[config.mk]
export PLATFORM = sky130hd
export DESIGN_NAME = ddr2_ctrl_end_flat
export DESIGN_NICKNAME = d
export VERILOG_FILES = /design/src/rtl/ddr2_cmd_pkg.sv /design/src/rtl/ddr2_link_if.sv /design/src/rtl/ddr2_ctrl_end.sv /design/src/flat_wrapper.sv
export VERILOG_INCLUDE_DIRS = /design/src /design/src/rtl
export SDC_FILE = /design/constraint.sdc
export NUM_CORES = 1
export LEC_CHECK = 0
export BUFFER_PORTS_ARGS = -buffer_cell sky130_fd_sc_hd__buf_2
export CAP_MARGIN = 25
export CELL_PAD_IN_SITES_DETAIL_PLACEMENT = 0
export CELL_PAD_IN_SITES_GLOBAL_PLACEMENT = 1
export CORE_ASPECT_RATIO = 1.75
export CORE_MARGIN = 8
export CORE_UTILIZATION = 45
export DETAILED_ROUTE_END_ITERATION = 10
export HOLD_SLACK_MARGIN = 0.06
export PLACE_DENSITY_LB_ADDON = 0.1
export SYNTH_ARGS = -nofsm -noshare
export SYNTH_HDL_FRONTEND = slang
export SYNTH_SLANG_ARGS = --single-unit
[constraint.sdc]
create_clock -name clk -period 6.42 [get_ports clk]
set_input_delay 1.284 -clock clk [delete_from_list [all_inputs] [get_ports clk]]
set_output_delay 1.284 -clock clk [all_outputs]
set_load 0.03 [all_outputs]
[src/rtl/ddr2_cmd_defines.svh]
`ifndef DDR2_CMD_DEFINES_SVH
`define DDR2_CMD_DEFINES_SVH
// How it works
// - Additive latency field E3-E5, values 0..6.
// - Early column command only when AL within tRCD.
// - Device delays column commands by AL clocks.
// - Read latency equals AL plus CL.
// - Write latency is read latency minus one.
// - Controller keeps driver calibration at default.
// - EMR2 bit E7 selects fast refresh.
// - Extended loads only when idle, then tMRD.
// - Mode registers hold value until reloaded.
// - Bits E16 and above E12 written zero.
// - NOP for 200 us, then raise CKE.
// - Wait 400 ns, then precharge all.
// - CKE stays high through initialization.
// - Bank address selects the mode register.
// - Load EMR2, EMR3, EMR DLL on, MR DLL reset.
// - Precharge all, two refreshes, MR operating load.
// - EMR calibration default, then calibration exit.
// - Ready 200 clocks after DLL reset.
// - Activate a row before read or write.
// - Times convert to clocks rounding up.
// - Same bank tRC, different bank tRRD; the code waits the longer of tRRD and tRCD after an activate to any bank.
// - At most four activates per tFAW.
// - CAS latency field M4-M6, 3..7 clocks.
// - No read within 200 clocks of DLL reset.

`define CLK_PERIOD_PS      125000/1000*8
`define T_PWRUP_NS         200000
`define T_CKE_PRE_NS       400
`define T_RCD_NS           15
`define T_RRD_NS           10
`define T_RC_NS            55
`define T_FAW_NS           45
`define T_MRD_CK           2
`define T_RFC_NS           195
`define T_RP_NS            15
`define DLL_LOCK_CK        200
`define AL_LSB             3
`define AL_MAX             6
`define CL_LSB             4
`define CL_MIN             3
`define CL_MAX             7
`define DLL_OFF_BIT        0
`define DLL_RESET_BIT      8
`define OCD_LSB            7
`define FAST_REFRESH_BIT   7
`define APB_CTRL           8'h00
`define APB_MODE           8'h04
`define APB_EXT            8'h08
`define APB_STAT           8'h0c
`define APB_CMD            8'h10
`define CTRL_START_BIT     0
`define CTRL_HOT_BIT       1
`endif

[src/rtl/ddr2_cmd_pkg.sv]
package ddr2_cmd_pkg;
    typedef enum logic [2:0]
    {
        CMD_NOP  = 3'h0,
        CMD_LM   = 3'h1,
        CMD_REF  = 3'h2,
        CMD_PRE  = 3'h3,
        CMD_ACT  = 3'h4,
        CMD_RD   = 3'h5,
        CMD_WR   = 3'h6
    } cmd_t;
endpackage

[src/rtl/ddr2_link_if.sv]
`timescale 1ns/1ns
interface ddr2_link_if;
    logic                cke;
    ddr2_cmd_pkg::cmd_t  cmd;
    logic [2:0]          bank;
    logic [13:0]         addr;
    logic                rdValid;
    logic                wrWindow;
    logic                ready;
    modport ctrl
    (
        output cke,
        output cmd,
        output bank,
        output addr,
        input  rdValid,
        input  wrWindow,
        input  ready
    );
    modport mem
    (
        input  cke,
        input  cmd,
        input  bank,
        input  addr,
        output rdValid,
        output wrWindow,
        output ready
    );
endinterface

[src/rtl/ddr2_ctrl_end.sv]
// The implementer's own choices: the placing of the registers and the APB interface to the registers.
`timescale 1ns/1ns
`include "ddr2_cmd_defines.svh"
module ddr2_ctrl_end
#(
    parameter int PWRUP_CK = (`T_PWRUP_NS + 7) / 8
)
(
    input  wire logic         clk,
    input  wire logic         sys_rst,
    input  wire logic         clkEn,
    ddr2_link_if.ctrl         link,
    input  wire logic         psel,
    input  wire logic         penable,
    input  wire logic         pwrite,
    input  wire logic [7:0]   paddr,
    input  wire logic [31:0]  pwdata,
    output logic [31:0]       prdata,
    output logic              pready,
    output logic              pslverr
);
    // Minimum times round up to whole 8 ns clocks.
    localparam int CK_PRE = (`T_CKE_PRE_NS + 7) / 8;
    localparam int CK_RCD = (`T_RCD_NS + 7) / 8;
    localparam int CK_RRD = (`T_RRD_NS + 7) / 8;
    localparam int CK_RC  = (`T_RC_NS + 7) / 8;
    localparam int CK_FAW = (`T_FAW_NS + 7) / 8;
    localparam int CK_RFC = (`T_RFC_NS + 7) / 8;
    localparam int CK_RP  = (`T_RP_NS + 7) / 8;

    typedef enum logic [3:0]
    {
        S_RESET  = 4'h0,
        S_WAIT   = 4'h1,
        S_CKE    = 4'h2,
        S_PRE1   = 4'h3,
        S_EMR2   = 4'h4,
        S_EMR3   = 4'h5,
        S_EMRDLL = 4'h6,
        S_MRRST  = 4'h7,
        S_PRE2   = 4'h8,
        S_REF1   = 4'h9,
        S_REF2   = 4'ha,
        S_MROP   = 4'hb,
        S_OCDDEF = 4'hc,
        S_OCDX   = 4'hd,
        S_LOCK   = 4'he,
        S_RUN    = 4'hf
    } init_t;

    // ========================================
    // Register bus
    logic [31:0] ctrlReg;
    logic [13:0] modeVal;
    logic [13:0] extVal;
    logic [31:0] cmdReg;
    logic        cmdPend;
    logic        cmdDone;
    logic        busWr;
    logic        mapped;
    init_t       state;

    always_comb
    begin
        busWr  = psel && penable && pwrite;
        mapped = paddr == `APB_CTRL || paddr == `APB_MODE || paddr == `APB_EXT
                 || paddr == `APB_STAT || paddr == `APB_CMD;
    end

    always_ff @(posedge clk)
    begin
        if (sys_rst)
        begin
            pready  <= 1'b0;
            pslverr <= 1'b0;
            prdata  <= 32'h00000000;
        end
        else if (clkEn)
        begin
            pready  <= psel && penable && !pready;
            pslverr <= psel && penable && !pready && !mapped;
            unique case (paddr)
                `APB_CTRL: prdata <= ctrlReg;
                `APB_MODE: prdata <= {18'h00000, modeVal};
                `APB_EXT:  prdata <= {18'h00000, extVal};
                `APB_STAT: prdata <= {26'h0000000, cmdPend, link.ready, state};
                `APB_CMD:  prdata <= cmdReg;
                default:   prdata <= 32'h00000000;
            endcase
        end
    end

    always_ff @(posedge clk)
    begin
        if (sys_rst)
        begin
            ctrlReg <= 32'h00000000;
            modeVal <= 14'h0000;
            extVal  <= 14'h0000;
            cmdReg  <= 32'h00000000;
        end
        else if (clkEn && busWr && pready)
        begin
            if (paddr == `APB_CTRL)
                ctrlReg <= pwdata;
            // Only CAS latencies 3..7 are accepted.
            if (paddr == `APB_MODE && pwdata[`CL_LSB +: 3] >= 3'(`CL_MIN))
                modeVal <= pwdata[13:0] & 14'h1eff;
            // Reserved additive latency codes are refused.
            // Calibration bits are forced to zero, the calibration exit code.
            if (paddr == `APB_EXT && pwdata[`AL_LSB +: 3] <= 3'(`AL_MAX))
                extVal <= pwdata[13:0] & 14'h1c7e;
            if (paddr == `APB_CMD)
                cmdReg <= pwdata;
        end
    end

    // Set wins over clear: a new order in the finishing cycle is kept.
    always_ff @(posedge clk)
    begin
        if (sys_rst)
            cmdPend <= 1'b0;
        else if (clkEn)
        begin
            if (busWr && pready && paddr == `APB_CMD)
                cmdPend <= 1'b1;
            else if (cmdDone)
                cmdPend <= 1'b0;
        end
    end

    // ========================================
    // Initialization sequence
    logic [15:0] waitCnt;
    logic [15:0] gapCnt;

    always_ff @(posedge clk)
    begin
        if (sys_rst)
        begin
            state   <= S_RESET;
            waitCnt <= 16'h0000;
        end
        else if (clkEn)
        begin
            if (waitCnt != 16'h0000)
                waitCnt <= waitCnt - 16'h0001;
            else
            begin
                unique case (state)
                    S_RESET:  if (ctrlReg[`CTRL_START_BIT])
                              begin
                                  state   <= S_WAIT;
                                  waitCnt <= 16'(PWRUP_CK);
                              end
                    S_WAIT:   begin
                                  state   <= S_CKE;
                                  waitCnt <= 16'(CK_PRE);
                              end
                    S_CKE:    begin state <= S_PRE1;   waitCnt <= 16'(CK_RP); end
                    S_PRE1:   begin state <= S_EMR2;   waitCnt <= 16'(`T_MRD_CK); end
                    S_EMR2:   begin state <= S_EMR3;   waitCnt <= 16'(`T_MRD_CK); end
                    S_EMR3:   begin state <= S_EMRDLL; waitCnt <= 16'(`T_MRD_CK); end
                    S_EMRDLL: begin state <= S_MRRST;  waitCnt <= 16'(`T_MRD_CK); end
                    S_MRRST:  begin state <= S_PRE2;   waitCnt <= 16'(CK_RP); end
                    S_PRE2:   begin state <= S_REF1;   waitCnt <= 16'(CK_RFC); end
                    S_REF1:   begin state <= S_REF2;   waitCnt <= 16'(CK_RFC); end
                    S_REF2:   begin state <= S_MROP;   waitCnt <= 16'(`T_MRD_CK); end
                    S_MROP:   begin state <= S_OCDDEF; waitCnt <= 16'(`T_MRD_CK); end
                    S_OCDDEF: begin state <= S_OCDX;   waitCnt <= 16'(`T_MRD_CK); end
                    // Reads wait for the DLL to lock.
                    S_OCDX:   state <= S_LOCK;
                    S_LOCK:   if (link.ready) state <= S_RUN;
                    S_RUN:    state <= S_RUN;
                endcase
            end
        end
    end

    // Every load is issued with all banks idle and followed by tMRD.
    // Bits above E12 go out as zero on a 14-bit bus masked to 13 bits.
    always_ff @(posedge clk)
    begin
        if (sys_rst)
        begin
            link.cke  <= 1'b0;
            link.cmd  <= ddr2_cmd_pkg::CMD_NOP;
            link.bank <= 3'h0;
            link.addr <= 14'h0000;
        end
        else if (clkEn)
        begin
            link.cmd  <= ddr2_cmd_pkg::CMD_NOP;
            link.bank <= 3'h0;
            link.addr <= 14'h0000;
            if (state == S_CKE || link.cke)
                link.cke <= 1'b1;
            if (waitCnt == 16'h0000)
            begin
                unique case (state)
                    S_PRE1, S_PRE2: begin link.cmd <= ddr2_cmd_pkg::CMD_PRE; link.addr <= 14'h0400; end
                    // Loads in order, bank bits per target.
                    S_EMR2:   begin link.cmd <= ddr2_cmd_pkg::CMD_LM; link.bank <= 3'h2;
                                    link.addr <= {6'h00, ctrlReg[`CTRL_HOT_BIT], 7'h00}; end
                    S_EMR3:   begin link.cmd <= ddr2_cmd_pkg::CMD_LM; link.bank <= 3'h3; end
                    S_EMRDLL: begin link.cmd <= ddr2_cmd_pkg::CMD_LM; link.bank <= 3'h1; end
                    S_MRRST:  begin link.cmd <= ddr2_cmd_pkg::CMD_LM; link.addr <= 14'h0100; end
                    // Two refreshes, then operating load with A8 low.
                    S_REF1, S_REF2: link.cmd <= ddr2_cmd_pkg::CMD_REF;
                    S_MROP:   begin link.cmd <= ddr2_cmd_pkg::CMD_LM; link.addr <= modeVal; end
                    S_OCDDEF: begin link.cmd <= ddr2_cmd_pkg::CMD_LM; link.bank <= 3'h1;
                                    link.addr <= extVal | 14'h0380; end
                    S_OCDX:   begin link.cmd <= ddr2_cmd_pkg::CMD_LM; link.bank <= 3'h1;
                                    link.addr <= extVal; end
                    S_RUN:    if (cmdPend && !cmdDone && gapCnt == 16'h0000)
                              begin
                                  link.cmd  <= ddr2_cmd_pkg::cmd_t'(cmdReg[18:16]);
                                  link.bank <= cmdReg[22:20];
                                  link.addr <= cmdReg[13:0];
                              end
                    default:  link.cmd <= ddr2_cmd_pkg::CMD_NOP;
                endcase
            end
        end
    end

    // ========================================
    // Activate spacing for software orders
    logic [7:0]  openBank;
    logic [15:0] fawCnt [4];
    logic        isAct;
    logic [2:0]  activeFaw;

    always_comb
    begin
        isAct     = cmdReg[18:16] == 3'(ddr2_cmd_pkg::CMD_ACT);
        activeFaw = 3'h0;
        for (int i = 0; i < 4; i++)
            activeFaw = activeFaw + 3'(fawCnt[i] != 16'h0000);
    end

    always_ff @(posedge clk)
    begin
        if (sys_rst)
            cmdDone <= 1'b0;
        else if (clkEn)
            cmdDone <= state == S_RUN && cmdPend && !cmdDone && gapCnt == 16'h0000 && waitCnt == 16'h0000;
    end

    // Spacing after each order: an activate waits the longer of tRRD and tRCD, any other order one clock.
    // Column orders also wait out tRCD after an activate.
    always_ff @(posedge clk)
    begin
        if (sys_rst)
            gapCnt <= 16'h0000;
        else if (clkEn)
        begin
            if (cmdDone)
                gapCnt <= isAct ? 16'(CK_RRD > CK_RCD ? CK_RRD : CK_RCD) : 16'h0001;
            // Fifth activate waits while four windows run.
            else if (cmdPend && isAct && activeFaw == 3'h4)
                gapCnt <= 16'h0001;
            // A column order to a closed bank is held back.
            else if (cmdPend && (cmdReg[18:16] == 3'(ddr2_cmd_pkg::CMD_RD)
                     || cmdReg[18:16] == 3'(ddr2_cmd_pkg::CMD_WR)) && !openBank[cmdReg[22:20]])
                gapCnt <= 16'h0001;
            else if (gapCnt != 16'h0000)
                gapCnt <= gapCnt - 16'h0001;
        end
    end

    always_ff @(posedge clk)
    begin
        if (sys_rst)
            openBank <= 8'h00;
        else if (clkEn && cmdDone)
        begin
            if (isAct)
                openBank[cmdReg[22:20]] <= 1'b1;
            else if (cmdReg[18:16] == 3'(ddr2_cmd_pkg::CMD_PRE))
                openBank <= cmdReg[10] ? 8'h00 : openBank & ~(8'h01 << cmdReg[22:20]);
        end
    end

    generate
        for (genvar g = 0; g < 4; g++)
        begin : faw
            always_ff @(posedge clk)
            begin
                if (sys_rst)
                    fawCnt[g] <= 16'h0000;
                else if (clkEn)
                begin
                    if (cmdDone && isAct && fawCnt[g] == 16'h0000 && activeFaw == 3'(g))
                        fawCnt[g] <= 16'(CK_FAW > CK_RC ? CK_FAW : CK_RC);
                    else if (fawCnt[g] != 16'h0000)
                        fawCnt[g] <= fawCnt[g] - 16'h0001;
                end
            end
        end
    endgenerate
endmodule

[src/flat_wrapper.sv]
// flat-port wrapper written by rule: the top's interface ports become plain ports
module ddr2_ctrl_end_flat 
#(
    parameter int PWRUP_CK = (`T_PWRUP_NS + 7) / 8
)
  (clk, sys_rst, clkEn, psel, penable, pwrite, paddr, pwdata, prdata, pready, pslverr, link_cke, link_cmd, link_bank, link_addr, link_rdValid, link_wrWindow, link_ready);
  ddr2_link_if link_i ();
  input  wire logic clk;
  input  wire logic sys_rst;
  input  wire logic clkEn;
  input  wire logic psel;
  input  wire logic penable;
  input  wire logic pwrite;
  input  wire logic [7:0] paddr;
  input  wire logic [31:0] pwdata;
  output logic [31:0] prdata;
  output logic pready;
  output logic pslverr;
  output wire logic [$bits(link_i.cke)-1:0] link_cke;
  output wire logic [$bits(link_i.cmd)-1:0] link_cmd;
  output wire logic [$bits(link_i.bank)-1:0] link_bank;
  output wire logic [$bits(link_i.addr)-1:0] link_addr;
  input wire logic [$bits(link_i.rdValid)-1:0] link_rdValid;
  input wire logic [$bits(link_i.wrWindow)-1:0] link_wrWindow;
  input wire logic [$bits(link_i.ready)-1:0] link_ready;
  assign link_cke = link_i.cke;
  assign link_cmd = link_i.cmd;
  assign link_bank = link_i.bank;
  assign link_addr = link_i.addr;
  assign link_i.rdValid = link_rdValid;
  assign link_i.wrWindow = link_wrWindow;
  assign link_i.ready = link_ready;
  ddr2_ctrl_end #(.PWRUP_CK(PWRUP_CK)) u_core (.clk(clk), .sys_rst(sys_rst), .clkEn(clkEn), .link(link_i), .psel(psel), .penable(penable), .pwrite(pwrite), .paddr(paddr), .pwdata(pwdata), .prdata(prdata), .pready(pready), .pslverr(pslverr));
endmodule
==> impl_metrics.json, run 1 <==
{
  "yosys-top-cells-count": "238 x nand2_1, 186 x dfxtp_1, 144 x nor2_1",
  "cts_root_buf": "clkbuf_16",
  "rows": 78,
  "drv_cap": 0,
  "nets": 1500,
  "async_flop_share": 0,
  "die_h_um": 231,
  "drive_gt1_frac": 0.131,
  "hold_depth": 2,
  "antenna_found_initial": 0,
  "htree_levels": 1,
  "ys_seq_elements": 250,
  "path_class": "flip-flop to flip-flop",
  "cp-start-kind": "flip-flop",
  "clk_pin_slew_worst_paths_ns": 0.07,
  "cp.required_ns": 6.80,
  "rr_endpoint": "u_core.gapCnt[5]",
  "cellPowerDensity_mw_per_mm2": 322,
  "max-slew-margin-rel": 0.338,
  "ys.flop_type": "dfxtp_1",
  "syn2layout_area_growth_pct": 13.2,
  "post_cts_resized": 0,
  "seq_area_mm2": 0.00565,
  "routed_wl_mm": 33.1,
  "vias": 10200,
  "tightest_slew_ns": 0.989,
  "die_area_mm2": 0.0319,
  "via_per_inst": 5.72,
  "gp_congestion": 0.811,
  "dr.pass1.iters": 7,
  "grt_start_max_net_pins": 68,
  "clock_path_buffers": 3,
  "pin_count": 104,
  "clock.fmax_mhz": 225,
  "design_area_mm2": 0.0134,
  "synthCells": 1372,
  "initial_core_util": 0.457,
  "ant_nets": 0,
  "clock_sink_count": 250,
  "first_iter_violations": 525,
  "slew_violations": 0,
  "r2r_slack_ns": 1.97,
  "cts_setup_buffers": 0,
  "cts_inserted_buffers": 24,
  "period_minus_slack_ns": 4.45,
  "endpoint_kind": "flip-flop",
  "cts_tree": "done",
  "routedWlPerCell_um": 18.6,
  "ys.warnings.count": 0,
  "multi_input_area_mm2": 0.00576,
  "synth.yosys.seq_area_share": 0.477,
  "insertion_delay_ns": 0.53,
  "r2r_start": "u_core.fawCnt[1][11]",
  "grt_pass1_wl_mm": 53.6,
  "io_buffer_count": 101,
  "hp-start": "u_core.prdata[12]",
  "grt_pass1_vias": 10100,
  "n_fill_cell": 2516,
  "postCtsHoldBufs": 0,
  "fin_setup_tns_ns": 0,
  "finalCritPeriodShare": 0.693,
  "synth-edff-count": 64,
  "yosys.area.top_type": "dfxtp_1",
  "ff2ff_path_depth": 15,
  "coreArea_mm2": 0.0259,
  "crit_arrival_ns": 4.83,
  "postPlaceCellArea_mm2": 0.0126,
  "p_leak_nw": 4.88,
  "grt_use_total": 0.201,
  "die_w_um": 139,
  "ys_types": 72,
  "peakVddDrop_mv": 0.201,
  "synth.net_count": 1435,
  "outcome": "completed",
  "crit_path_max_fanout": 12,
  "synth_area_mm2": 0.0118,
  "rsz0062_at_grt": "false",
  "diodes": 0,
  "hold_end": "u_core.prdata[12]",
  "syn_area_per_cell_um2": 8.62,
  "synth_top_area_share": 0.315,
  "hold_class": "flip-flop to flip-flop",
  "setup_viol_count_final": 0,
  "drc": 0,
  "dp_hpwl_mm": 22.7,
  "critPathLaunch": "u_core.fawCnt[1][11]",
  "grt_overflow": 0,
  "synth.most_common_cell": "nand2_1",
  "clock_skew_ns": 0.0141,
  "finalHoldViolCount": 0,
  "synth_area_leaders": "dfxtp_1 31%, edfxtp_1 16%, nand2_1 7.6%"
}
==> where the power goes <==
| group | internal, W | switching [W] |
|---|---|---|
| clock | 0.000834 | 0.000621 |
| sequential | 0.00175 | 0.000140 |
| combinational | 0.000375 | 0.000598 |
==> layout by cell type (no fill, tap or decap), types with 32 or more instances in the layout <==
master,netlist,final
buf_2,16,100
dfxtp_1,186,186
inv_1,37,38
nand2_1,238,237
nor2_1,144,143
nand3_1,32,32
edfxtp_1,64,64
o21ai_0,82,82
a21oi_1,129,129
==> worst max path at each step <==
stage                                     end  slack [ns]
after floorplan           u_core.fawCnt[0][0]        1.33
after global placement       u_core.gapCnt[4]        2.01
after detailed placement     u_core.gapCnt[5]        1.98
after CTS                    u_core.gapCnt[4]        1.95
after global routing         u_core.gapCnt[5]        1.58
final                        u_core.gapCnt[5]        1.97
==> per-layer routing <==
metal	vias to the layer above	wire length (µm)	track usage
li1	4995	-	-
met1	4882	13100	0.226
met2	224	17600	0.377
met3	49	1450	0.0277
met4	0	828	0.0716
met5	-	0	0
==> area by class of cell <==
class / instances / area share
clock inverters: 9 / 0.00514
multi-input cells: 1004 / 0.430
clock buffers: 35 / 0.0548
inverters: 38 / 0.0106
repair buffers: 119 / 0.0484
flip-flops and latches: 250 / 0.421
well taps: 320 / 0.0299
==> critical path: stages, from the launching register on <==
cell and delay (ns):
edfxtp_1 0.42, or3_1 0.44, or3_1 0.34, nor4_1 0.51
inv_1 0.13, ha_1 0.31, inv_1 0.05, fa_1 0.37
inv_1 0.06, ha_1 0.28, nand4b_1 0.21, o21ai_0 0.28
a21oi_1 0.08, buf_4 0.19, o21ai_0 0.45, o22ai_1 0.17
==> sequential cells by signal, indices dropped and copies added (netlist names), 12 cells and up <==
signal / cells
u_core.ctrlReg: 32
u_core.fawCnt: 64
u_core.gapCnt: 16
u_core.waitCnt: 16
u_core.cmdReg: 32
u_core.link.addr: 14
u_core.modeVal: 12
u_core.prdata: 32
==> per-stage QoR <==
stage	power, W	setup WS, ns	utilization	instances	hold slack [ns]
floorplan	0.00264	1.33	-	1372	0.436
CTS	0.00434	1.95	0.518	1774	0.454
global route	0.00454	1.58	0.518	1775	0.466
finish	0.00431	1.97	0.518	1775	0.447
global placement	0.00287	2.01	0.486	1729	0.433
detailed placement	0.00289	1.98	0.487	1730	0.439
==> cells by family (layout without fill, tap and decap cells) <==
logic type	Yosys count	count (layout)	synth area share
muxes	32	32	0.0287
AOI/OAI and AO/OA	338	338	0.174
DFF	250	250	0.477
xor gates and xnor gates	57	57	0.0422
buffers and inverters	118	201	0.0401
and+or+nand+nor	563	563	0.222
adders and majority gates	14	14	0.0154
(Power assumes the default switching activity.)
==> run 2: changes to the inputs <==
--- a/config.mk
+++ b/config.mk
@@ -12,7 +12,7 @@
 export CELL_PAD_IN_SITES_GLOBAL_PLACEMENT = 1
 export CORE_ASPECT_RATIO = 1.75
 export CORE_MARGIN = 8
-export CORE_UTILIZATION = 45
+export CORE_UTILIZATION = 41
 export DETAILED_ROUTE_END_ITERATION = 10
 export HOLD_SLACK_MARGIN = 0.06
 export PLACE_DENSITY_LB_ADDON = 0.1
==> constraint.sdc (replaced) <==
create_clock -name clk -period 3.7 [get_ports clk]
set_input_delay 0.74 -clock clk [delete_from_list [all_inputs] [get_ports clk]]
set_output_delay 0.74 -clock clk [all_outputs]
set_load 0.03 [all_outputs]
==> impl_metrics.json, run 2 (synthesis results as in run 1) <==
{
  "grt_start_max_net_pins": 64,
  "cts_inserted_buffers": 25,
  "peakVddDrop_mv": 0.342,
  "postCtsHoldBufs": 0,
  "gp_congestion": 0.839,
  "coreArea_mm2": 0.0285,
  "max-slew-margin-rel": 0.335,
  "crit_path_max_fanout": 6,
  "largest_register": "u_core.fawCnt",
  "clock.fmax_mhz": 279,
  "slew_violations": 0,
  "setup_slack_ns": 0.118,
  "insertion_delay_ns": 0.54,
  "cts_tree": "done",
  "ant_nets": 0,
  "rsz0062_at_grt": "true",
  "period_minus_slack_ns": 3.58,
  "cp.required_ns": 4.15,
  "crit_arrival_ns": 4.04,
  "clock_path_buffers": 3,
  "hold_class": "flip-flop to flip-flop",
  "via_per_inst": 5.48,
  "antenna_found_initial": 0,
  "io_buffer_count": 101,
  "grt_use_total": 0.200,
  "final_core_util": 0.493,
  "endpoint_kind": "flip-flop",
  "routed_wl_mm": 34.7,
  "routedWlPerCell_um": 18.4,
  "first_iter_violations": 537,
  "die_h_um": 241,
  "cellPowerDensity_mw_per_mm2": 553,
  "path_class": "flip-flop to flip-flop",
  "tightest_slew_ns": 0.997,
  "dr.pass1.iters": 5,
  "design_area_mm2": 0.0141,
  "finalCritPeriodShare": 0.968,
  "htree_levels": 1,
  "outcome": "completed",
  "largest_reg_flops": 64,
  "nets": 1552,
  "cp-start-kind": "flip-flop",
  "grt_overflow": 0,
  "vias": 10300,
  "clock_skew_ns": 0.0222,
  "final_cell_mix": "238 x nand2_1, 186 x dfxtp_1, 143 x nor2_1",
  "power_w": 0.00778,
  "n_fill_cell": 2899,
  "clk_pin_slew_worst_paths_ns": 0.07,
  "final-instance-count-excl-fill": 1884,
  "grt_pass1_wl_mm": 55.7,
  "grt_pass1_vias": 10400,
  "final_common_cell": "nand2_1",
  "dp_slack_ns": -0.192,
  "die_area_mm2": 0.0348,
  "rows": 82,
  "dp.cells": 1839,
  "finalHoldViolCount": 0,
  "diodes": 0,
  "drv_cap": 0,
  "syn2layout_area_growth_pct": 18.9,
  "setup_viol_count_final": 0,
  "pin_count": 104,
  "drc": 0,
  "dp_hpwl_mm": 23.9,
  "drive_gt1_frac": 0.165,
  "p_leak_nw": 5.21,
  "clock_sink_count": 250,
  "postPlaceCellArea_mm2": 0.0131,
  "die_w_um": 144,
  "cts_root_buf": "clkbuf_16",
  "initial_core_util": 0.415
}
## run 2: cell count changes in the layout (fill, tap and decap cells not counted), sizes merged
cell | before | now
buf | 118 | 170
bufinv | 1 | 4
clkinv | 8 | 5
clkbuf | 36 | 35
## run 2: area by class of cell
class	instances	area [µm²]	share of cell area
clock buffer	35	714	0.0508
clock inverter	9	145	0.0103
inverter	38	143	0.0101
multi-input combinational	1004	5860	0.417
sequential	250	5650	0.401
tap	378	473	0.0336
timing repair buffer	170	1090	0.0774
## run 2: final timing paths
check	start	end	slack [ns]	cells after the start
worst max-delay path	u_core.fawCnt[1][12]	u_core.gapCnt[4]	0.12	14
worst min-delay path	u_core.link.addr[12]	u_core.link.addr[12]	0.44	2
worst max register to register	u_core.fawCnt[1][12]	u_core.gapCnt[4]	0.12	14
worst min register to register	u_core.link.addr[12]	u_core.link.addr[12]	0.44	2
## run 2: repair_timing
action	CTS	global route
buffers inserted	0	1
pin swaps	0	5
endpoints found under the hold margin	0	0
gates resized for setup	1	17
cloned	0	0
setup endpoints to repair	12	86
## run 2: metrics by stage
stage                     setup TNS, ns  hold WS (ns)
after detailed placement         -0.824         0.437
after global routing              -3.50         0.453
after CTS                             0         0.439
final                                 0         0.444
after global placement            -2.04         0.433
after floorplan                       0         0.436
## run 2: report_power, final
group	leakage (nW)	switching (W)	internal [W]
clock network	0.419	0.00109	0.00162
registers	2.21	0.000236	0.00303
logic	2.58	0.00108	0.000721
## run 2: per-layer routing
metal | vias to the layer above | GRT usage | part of all wire
li1 | 5105 | - | -
met1 | 4956 | 0.227 | 0.40
met2 | 202 | 0.367 | 0.53
met3 | 64 | 0.0329 | 0.044
met4 | 0 | 0.0678 | 0.026
met5 | - | 0 | 0
## run 2: worst max-delay path, stage by stage, from the launching register on
cell      delay (ns)
edfxtp_1        0.39
or3_4           0.41
or3_4           0.35
nor4_4          0.32
inv_2           0.09
ha_4            0.27
inv_2           0.03
fa_2            0.44
buf_4           0.15
nand4b_1        0.11
o21ai_2         0.07
buf_4           0.14
a21oi_4         0.21
nand2_1         0.23
o32ai_1         0.31
